===== src/design/tam_pkg.sv =====
/*
  constants, register map and state types of the thermal monitor.
  assumes one 250 MHz clock and an apb slave port with byte addresses.
*/
// Functional notes
// - set done flag bit 16 when a conversion ends; writing zero clears it
// - per channel cold flag (bits 13/12) when result is below low threshold
// - per channel overheat flag (bits 5/4) when result is above shutdown
// - per channel hot flag (bits 1/0) when result exceeds high level
// - latest 12-bit result per channel readable; upper bits read zero
// - writable 12-bit high level per channel, reset zero
// - writable 12-bit shutdown level per channel drives overheat condition
// - hot flag after debounce count of consecutive high samples, reset 3
// - overheat after own debounce count of consecutive samples, reset 3
// - automatic mode waits normal interval between converter accesses
// - after a high or shutdown excess, hot interval is used instead
// - writable 12-bit low level per channel raises cold condition
// - start after delay field cycles, or follow software start bit
// - overheat drives reset path and pin path, each separately enabled
// - sensor codes fall as temperature rises, 3800 down to 3421
// - automatic control bit 0 selects user or automatic mode
// - watch bits 5 and 4 choose channels polled in turn
// - sticky overheat history bits 25/24 survive reset, write one clears
// - each overheat output stays low while its enable is clear
package tam_pkg;
  // register offsets
  localparam logic [7:0] A_USER = 8'h00;
  localparam logic [7:0] A_AUTO = 8'h04;
  localparam logic [7:0] A_INTEN = 8'h08;
  localparam logic [7:0] A_PEND = 8'h0C;
  localparam logic [7:0] A_DATA0 = 8'h20;
  localparam logic [7:0] A_DATA1 = 8'h24;
  localparam logic [7:0] A_HI0 = 8'h30;
  localparam logic [7:0] A_HI1 = 8'h34;
  localparam logic [7:0] A_SH0 = 8'h40;
  localparam logic [7:0] A_SH1 = 8'h44;
  localparam logic [7:0] A_HIDB = 8'h60;
  localparam logic [7:0] A_SHDB = 8'h64;
  localparam logic [7:0] A_PER = 8'h68;
  localparam logic [7:0] A_PERHT = 8'h6C;
  localparam logic [7:0] A_LO0 = 8'h80;
  localparam logic [7:0] A_LO1 = 8'h84;
  // reset values
  localparam logic [11:0] USER_RST = 12'h208;
  localparam logic [7:0] DB_RST = 8'h03;
  localparam logic [31:0] PER_RST = 32'h0001_0000;
  localparam logic [31:0] PERHT_RST = 32'h0001_0000;
  // field positions and masks
  localparam int B_PWR = 3;
  localparam int B_SMODE = 4;
  localparam int B_START = 5;
  localparam int B_DLY = 6;
  localparam int B_AUTO_EN = 0;
  localparam int B_QSEL = 1;
  localparam int B_WATCH = 4;
  localparam int B_LTEN = 12;
  localparam int B_STICKY = 24;
  localparam int B_PIN_EN = 4;
  localparam int B_RST_EN = 8;
  localparam int B_HI = 0;
  localparam int B_SH = 4;
  localparam int B_LO = 12;
  localparam int B_EOC = 16;
  localparam logic [13:0] AUTO_WMASK = 14'h3133;
  localparam logic [16:0] INTEN_WMASK = 17'h1_3333;
  localparam logic [16:0] W1C_MASK = 17'h0_3033;
  localparam logic [16:0] IRQ_MASK = 17'h1_3003;
  localparam logic [7:0] DEB_MAX = 8'hFF;
  localparam logic [12:0] Q_FULL = 13'h1000;

  typedef enum logic [1:0] {
    ST_IDLE = 2'b00,
    ST_CONV = 2'b01,
    ST_EVAL = 2'b11,
    ST_WAIT = 2'b10
  } tam_state_t;

  typedef struct packed {
    tam_state_t st;
    logic [11:0] user;
    logic [13:0] auto_c;
    logic [16:0] inten;
    logic [16:0] pend;
    logic [1:0][11:0] data;
    logic [1:0][11:0] hi;
    logic [1:0][11:0] sh;
    logic [1:0][11:0] lo;
    logic [7:0] hidb;
    logic [7:0] shdb;
    logic [31:0] per;
    logic [31:0] perht;
    logic [31:0] cnt;
    logic [1:0][7:0] hcnt;
    logic [1:0][7:0] scnt;
    logic [5:0] dly;
    logic armed;
    logic hot;
    logic busy;
    logic trig;
    logic pwr;
    logic [2:0] chan;
    logic [31:0] prdata;
    logic pready;
    logic pslverr;
    logic irq;
    logic ovr;
    logic ovp;
  } tam_regs_t;
endpackage


===== src/design/tam_monitor.sv =====
/*
  two-channel temperature converter controller with apb registers.
  assumes the converter macro raises i_conv_done for one cycle with valid
  i_conv_data while o_conv_trigger is held high.
*/
`timescale 1ns/1ps
module tam_monitor (
  // clock and reset
  input wire logic i_clk,
  input wire logic i_arst_n,
  // apb slave
  input wire logic i_psel,
  input wire logic i_penable,
  input wire logic i_pwrite,
  input wire logic [7:0] i_paddr,
  input wire logic [31:0] i_pwdata,
  output logic [31:0] o_prdata,
  output logic o_pready,
  output logic o_pslverr,
  // converter macro
  output logic o_conv_power,
  output logic [2:0] o_conv_chan,
  output logic o_conv_trigger,
  input wire logic i_conv_done,
  input wire logic [11:0] i_conv_data,
  // system outputs
  output logic o_irq,
  output logic o_overheat_reset,
  output logic o_overheat_pin
);

  tam_pkg::tam_regs_t q;
  tam_pkg::tam_regs_t next_q;
  logic [1:0] sticky;
  logic [1:0] next_sticky;
  logic setup;
  logic wr;
  logic c;
  logic above_hi;
  logic above_sh;
  logic below_lo;
  logic [7:0] hn;
  logic [7:0] sn;
  logic [1:0] watch;

  // consecutive-sample counter, saturating
  function automatic logic [7:0] deb_next(input logic [7:0] cnt,
                                          input logic above);
    if (!above) begin
      deb_next = '0;
    end else if (cnt == tam_pkg::DEB_MAX) begin
      deb_next = cnt;
    end else begin
      deb_next = cnt + 8'h01;
    end
  endfunction

  // ---------------------------------------------------------------
  // next state
  // ---------------------------------------------------------------
  always_comb begin
    next_q = q;
    setup = i_psel & ~i_penable;
    wr = i_psel & i_penable & i_pwrite;
    c = q.chan[0];
    watch = q.auto_c[tam_pkg::B_WATCH +: 2];
    // stored results compared; codes fall as temperature rises, so software
    // may set the invert select to make larger mean hotter
    above_hi = q.data[c] > q.hi[c];
    above_sh = q.data[c] > q.sh[c];
    below_lo = q.data[c] < q.lo[c];
    hn = deb_next(q.hcnt[c], above_hi);
    sn = deb_next(q.scnt[c], above_sh);

    // read data is registered in the setup phase
    next_q.pready = 1'b1;
    next_q.pslverr = 1'b0;
    if (setup) begin
      next_q.prdata = '0;
      case (i_paddr)
        tam_pkg::A_USER: begin
          next_q.prdata[12:0] = {q.busy, q.user};
        end
        tam_pkg::A_AUTO: begin
          next_q.prdata[13:0] = q.auto_c;
          next_q.prdata[16] = q.st != tam_pkg::ST_IDLE;
          next_q.prdata[17] = q.hot;
          next_q.prdata[tam_pkg::B_STICKY +: 2] = sticky;
        end
        tam_pkg::A_INTEN: next_q.prdata[16:0] = q.inten;
        tam_pkg::A_PEND: next_q.prdata[16:0] = q.pend;
        tam_pkg::A_DATA0: next_q.prdata[11:0] = q.data[0];
        tam_pkg::A_DATA1: next_q.prdata[11:0] = q.data[1];
        tam_pkg::A_HI0: next_q.prdata[11:0] = q.hi[0];
        tam_pkg::A_HI1: next_q.prdata[11:0] = q.hi[1];
        tam_pkg::A_SH0: next_q.prdata[11:0] = q.sh[0];
        tam_pkg::A_SH1: next_q.prdata[11:0] = q.sh[1];
        tam_pkg::A_HIDB: next_q.prdata[7:0] = q.hidb;
        tam_pkg::A_SHDB: next_q.prdata[7:0] = q.shdb;
        tam_pkg::A_PER: next_q.prdata = q.per;
        tam_pkg::A_PERHT: next_q.prdata = q.perht;
        tam_pkg::A_LO0: next_q.prdata[11:0] = q.lo[0];
        tam_pkg::A_LO1: next_q.prdata[11:0] = q.lo[1];
        default: next_q.pslverr = 1'b1;
      endcase
    end

    // register writes
    if (wr) begin
      case (i_paddr)
        tam_pkg::A_USER: next_q.user = i_pwdata[11:0];
        tam_pkg::A_AUTO: begin
          next_q.auto_c = i_pwdata[13:0] & tam_pkg::AUTO_WMASK;
        end
        tam_pkg::A_INTEN: begin
          next_q.inten = i_pwdata[16:0] & tam_pkg::INTEN_WMASK;
        end
        tam_pkg::A_PEND: begin
          next_q.pend = q.pend & ~(i_pwdata[16:0] & tam_pkg::W1C_MASK);
          if (!i_pwdata[tam_pkg::B_EOC]) begin
            next_q.pend[tam_pkg::B_EOC] = 1'b0;
          end
        end
        tam_pkg::A_HI0: next_q.hi[0] = i_pwdata[11:0];
        tam_pkg::A_HI1: next_q.hi[1] = i_pwdata[11:0];
        tam_pkg::A_SH0: next_q.sh[0] = i_pwdata[11:0];
        tam_pkg::A_SH1: next_q.sh[1] = i_pwdata[11:0];
        tam_pkg::A_HIDB: next_q.hidb = i_pwdata[7:0];
        tam_pkg::A_SHDB: next_q.shdb = i_pwdata[7:0];
        tam_pkg::A_PER: next_q.per = i_pwdata;
        tam_pkg::A_PERHT: next_q.perht = i_pwdata;
        tam_pkg::A_LO0: next_q.lo[0] = i_pwdata[11:0];
        tam_pkg::A_LO1: next_q.lo[1] = i_pwdata[11:0];
        default: ;
      endcase
    end

    // ---------------------------------------------------------------
    // converter sequencing
    // ---------------------------------------------------------------
    next_q.busy = q.busy | q.trig;
    if (!q.auto_c[tam_pkg::B_AUTO_EN]) begin
      // user mode: software owns power and channel select
      next_q.st = tam_pkg::ST_IDLE;
      next_q.pwr = q.user[tam_pkg::B_PWR];
      next_q.chan = q.user[2:0];
      if (!q.user[tam_pkg::B_PWR]) begin
        next_q.armed = 1'b0;
        next_q.trig = 1'b0;
      end else if (q.user[tam_pkg::B_SMODE]) begin
        next_q.armed = 1'b0;
        next_q.trig = q.user[tam_pkg::B_START];
      end else if (!q.pwr) begin
        next_q.armed = 1'b1;
        next_q.dly = q.user[tam_pkg::B_DLY +: 6];
      end else if (q.armed) begin
        // start after the programmed power-up delay
        if (q.dly == '0) begin
          next_q.armed = 1'b0;
          next_q.trig = 1'b1;
        end else begin
          next_q.dly = q.dly - 6'h01;
        end
      end
    end else begin
      next_q.pwr = 1'b1;
      case (q.st)
        tam_pkg::ST_IDLE: begin
          if (|watch) begin
            next_q.chan = {2'b00, ~watch[0]};
            next_q.st = tam_pkg::ST_CONV;
            next_q.trig = 1'b1;
          end
        end
        tam_pkg::ST_CONV: ;
        tam_pkg::ST_EVAL: begin
          next_q.hcnt[c] = hn;
          next_q.scnt[c] = sn;
          if (above_hi && hn >= q.hidb) begin
            next_q.pend[tam_pkg::B_HI + int'(c)] = 1'b1;
          end
          if (above_sh && sn >= q.shdb) begin
            next_q.pend[tam_pkg::B_SH + int'(c)] = 1'b1;
          end
          if (below_lo && q.auto_c[tam_pkg::B_LTEN + int'(c)]) begin
            next_q.pend[tam_pkg::B_LO + int'(c)] = 1'b1;
          end
          // interval choice follows the latest result
          next_q.hot = above_hi | above_sh;
          next_q.cnt = next_q.hot ? q.perht : q.per;
          next_q.st = tam_pkg::ST_WAIT;
          if (watch[~c]) begin
            next_q.chan[0] = ~c;
          end else if (!watch[c]) begin
            next_q.st = tam_pkg::ST_IDLE;
          end
        end
        tam_pkg::ST_WAIT: begin
          if (q.cnt == '0) begin
            next_q.st = tam_pkg::ST_CONV;
            next_q.trig = 1'b1;
          end else begin
            next_q.cnt = q.cnt - 32'h1;
          end
        end
        default: next_q.st = tam_pkg::ST_IDLE;
      endcase
    end

    // end of conversion, applied after software clears so the set wins
    if (q.busy && i_conv_done) begin
      next_q.busy = 1'b0;
      next_q.trig = 1'b0;
      next_q.user[tam_pkg::B_START] = 1'b0;
      next_q.pend[tam_pkg::B_EOC] = 1'b1;
      next_q.data[c] = q.auto_c[tam_pkg::B_QSEL] ?
        12'(tam_pkg::Q_FULL - {1'b0, i_conv_data}) : i_conv_data;
      if (q.st == tam_pkg::ST_CONV) begin
        next_q.st = tam_pkg::ST_EVAL;
      end
    end

    // ---------------------------------------------------------------
    // system outputs
    // ---------------------------------------------------------------
    next_q.ovr = |(q.pend[tam_pkg::B_SH +: 2] &
                   q.inten[tam_pkg::B_RST_EN +: 2]);
    next_q.ovp = |(q.pend[tam_pkg::B_SH +: 2] &
                   q.inten[tam_pkg::B_PIN_EN +: 2]);
    next_q.irq = |(q.pend & q.inten & tam_pkg::IRQ_MASK);

    // history bits: only a write of one clears them, a new event wins
    next_sticky = sticky;
    if (wr && i_paddr == tam_pkg::A_AUTO) begin
      next_sticky = sticky & ~i_pwdata[tam_pkg::B_STICKY +: 2];
    end
    next_sticky = next_sticky | {q.ovr, q.ovp};
  end

  // ---------------------------------------------------------------
  // state registers
  // ---------------------------------------------------------------
  always_ff @(posedge i_clk or negedge i_arst_n) begin
    if (!i_arst_n) begin
      q <= '0;
      q.user <= tam_pkg::USER_RST;
      q.hidb <= tam_pkg::DB_RST;
      q.shdb <= tam_pkg::DB_RST;
      q.per <= tam_pkg::PER_RST;
      q.perht <= tam_pkg::PERHT_RST;
    end else begin
      q <= next_q;
    end
  end

  // kept across system reset on purpose
  always_ff @(posedge i_clk) begin
    sticky <= next_sticky;
  end

  assign o_prdata = q.prdata;
  assign o_pready = q.pready;
  assign o_pslverr = q.pslverr;
  assign o_conv_power = q.pwr;
  assign o_conv_chan = q.chan;
  assign o_conv_trigger = q.trig;
  assign o_irq = q.irq;
  assign o_overheat_reset = q.ovr;
  assign o_overheat_pin = q.ovp;
endmodule


===== config.mk =====
export PLATFORM = sky130hd
export DESIGN_NAME = tam_monitor
export DESIGN_NICKNAME = d
export VERILOG_FILES = /design/src/design/tam_pkg.sv /design/src/design/tam_monitor.sv
export SDC_FILE = /design/constraint.sdc
export NUM_CORES = 1
export LEC_CHECK = 0
export ABC_CLOCK_PERIOD_IN_PS = 5800
export BUFFER_PORTS_ARGS = -buffer_cell sky130_fd_sc_hd__buf_2
export CAP_MARGIN = 40
export CORE_UTILIZATION = 60
export CTS_CLUSTER_DIAMETER = 40
export DETAILED_ROUTE_END_ITERATION = 8
export PLACE_DENSITY = 0.79
export SKIP_LAST_GASP = 1
export SLEW_MARGIN = 20
export SYNTH_ARGS = -nofsm -noshare
export SYNTH_HDL_FRONTEND = slang
export SYNTH_SLANG_ARGS = --single-unit

===== constraint.sdc =====
create_clock -name i_clk -period 5.8 [get_ports i_clk]
set_input_delay 0.87 -clock i_clk [delete_from_list [all_inputs] [get_ports i_clk]]
set_output_delay 0.87 -clock i_clk [all_outputs]
set_load 0.02 [all_outputs]

==> run metrics <==
EDFF count, synth=0; crit path max fanout=50; Die H=173 um; # setup viols final=0; DPL Wire Length=33200 um; Hold WC Path Type=input port to asynchronous set/reset pin; maximum clock path buffer count=3; async set-reset flop share out of synthesis=0.994; fmax=0.212 GHz; syn avg cell area=10.6 um2; Fin. Hold Viols=0; Synth Cell Area=0.0176 mm2; Worst Setup Start Kind=flop; Die ar.=0.0300 mm2; busiest grt layer=met2; setup TNS=0 ps; setup bufs post-CTS=0; pwr dens=313 mW/mm2; first-pass GRT wire length=76600 um; Worst-Margin Slew=865 ps; GR Util met3=0.0588; Layout area overhead=12.0%; Overall Global Routing Usage=0.324; DR WL/cell=22.6 um; 1st-pass router iterations=9; clk_lat worst skew=550 ps; library cells used by synthesis=71; met1 Usage GRT=0.430; Commonest cells post-synth=dfrtp_1 (320), mux2_2 (200), nand2_1 (161); ranking of synthesized cells by area=dfrtp_1 (46%), mux2_2 (13%), mux2i_1 (4.7%), ha_1 (4.1%), nand2_1 (3.4%); Seq cells post-synth=330; Seq/Total Area, Yosys=0.469; CP Capture Type=flop; synthesized net count=1781; post_cts resized=0; post-synth top area cell=dfrtp_1; fin. max-slew vios=0; Placer Congestion=0.955; Final nets=1812; DRT Wirelength=47900 um; Top Ports=100; Core Region=0.0288 mm2; top-area cell type share of the netlist area=0.455; vias per cell=6.56; IO Port Bufs=99; Syn. warnings=0; CTS tree=done; Buf+Inv Stages, Crit Path=0; met2 Resource Use GR=0.524; Arr. time, crit path=5140 ps; Worst slew margin=0.424; CTS root buffer=clkbuf_16; Iter 0 DRT Violations=1558; CP top delay family=compound AO/OA/AOI/OAI gates; CTS clock-pin slew for the worst setup and hold paths=60 ps; # hold bufs at CTS=0; effective utilization at floorplan=0.611; Critical Path RT=6230 ps; Slowest-stage cell, CP=dfrtp_4; CP Cell Sequence=mux2_2 -> ha_1 -> nand4_1 -> nor3_1 -> a21boi_0 -> o41a_1 -> nand2_1 -> ha_1 -> nand2b_1 -> a21oi_1 -> nor2b_1 -> o21ai_0 -> a21oi_1 -> o41a_1 -> a32o_1; Syn Inst Count=1666; status=complete, no violations; DRC=0; vias in the first global route=13.9k; top-count cell post-synth=dfrtp_1; total chip power=6.17 mW; vias=13.9k; ANT nets after route=0; layout cell share with drive strength beyond 1=0.248; Max-cap violations=0; Overflow after GRT=0; largest net degree at the start of global routing=140; clk sinks=330; row cnt=62; main flop type after synthesis=dfrtp_1; part of the cycle the worst path needs=0.812; RSZ-0062 raised after global routing=false; die width=173 um; TritonCTS Buffers=45; VDD IR max=283 uV; Max Clock Skew=18.4 ps; Pleak=9.17 nW; CTS H-tree depth=2; initial antenna violation count=1; slowest stage delay, CP=930 ps; crit path time final=4710 ps; Crit Path Category=flop to flop
## report_power, final
part / switching [mW] / internal, mW / total (mW)
sequential: 0.0915 / 2.38 / 2.47
clock: 1.08 / 1.78 / 2.86
combinational: 0.508 / 0.330 / 0.838
total: 1.68 / 4.49 / 6.17
## stage by stage
| stage | instance area (um2) | worst slack [ps] | hold WS (ps) | std cells | utilization |
|---|---|---|---|---|---|
| after floorplan | 17600 | 997 | 427 | 1666 | - |
| after global placement | 18100 | 1230 | 434 | 2030 | 0.629 |
| after detailed placement | 18100 | 1130 | 462 | 2033 | 0.630 |
| after CTS | 19700 | 1110 | 333 | 2116 | 0.684 |
| after global routing | 19700 | 728 | 367 | 2118 | 0.685 |
| final | 19700 | 1090 | 316 | 2118 | 0.685 |
## placed cells by master, fill, tap and decap left out, types with 6 or more instances in the layout
master,n
buf_4,21
a31oi_1,12
nand4_1,9
ha_1,57
and2_1,10
nor4_1,9
clkinv_2,7
dfstp_2,8
clkbuf_16,46
nor3_1,26
inv_6,6
nand2b_1,12
a222oi_1,20
a21oi_1,52
nor2_1,96
dfrtp_1,319
a21o_1,10
mux2_2,200
o211ai_1,12
nand3b_1,8
o21ai_0,117
inv_1,45
mux2i_1,82
and3_1,16
xor2_1,11
buf_2,98
nand2_1,161
or3_1,8
nand3_1,30
o221ai_1,10
a22o_1,19
a221oi_1,27
nor2b_1,10
bufinv_16,6
a22oi_1,42
## cell type report
cell class                 count  area (um2)
fill                        2119        9070
multi-input combinational   1151        8500
sequential                   330        8260
clock buffer                  54        1210
timing repair buffer         124         721
tap                          384         480
clock inverter                29         364
inverter                      45         169
antenna                        1        2.50
## path summary, 6_finish.rpt
kind                                             from                         end  slack, ps  cells after the start
hold / removal                               i_arst_n           q[46]$_DFFE_PN0P_        320                      1
hold reg to reg               o_prdata[0]$_DFFE_PN0P_     o_prdata[0]$_DFFE_PN0P_        480                      2
setup reg to reg           o_conv_chan[0]$_DFFE_PN0P_            q[295]$_DFF_PN0_       1090                     15
setup / recovery           o_conv_chan[0]$_DFFE_PN0P_            q[295]$_DFF_PN0_       1090                     15
min in group i_clk            o_prdata[0]$_DFFE_PN0P_     o_prdata[0]$_DFFE_PN0P_        480                      2
max in group asynchronous                    i_arst_n  o_conv_chan[0]$_DFFE_PN0P_       4270                      2
## cell families after synthesis
group           after synthesis  share of synthesized area
xor+xnor                     14                    0.00697
buf+inv                     185                     0.0486
flops                       330                      0.469
compound gates              367                      0.141
fa+ha+maj                    57                     0.0405
mux                         283                      0.176
other cells                   1                   0.000213
simple gates                429                      0.117
## registers in the layout, summed over array words and instances (netlist names)
name,count
q,286
o_pslverr,1
o_overheat_pin,1
o_conv_power,1
o_conv_trigger,1
o_pready,1
o_prdata,32
sticky,2
o_conv_chan,3
o_irq,1
o_overheat_reset,1
## metal layers
metal,routed length (um),part of all wire
met1,19200,0.40
met2,22200,0.46
met3,4440,0.093
met4,2160,0.045
met5,0,0
Note: power is estimated with default switching activity, not from simulation.
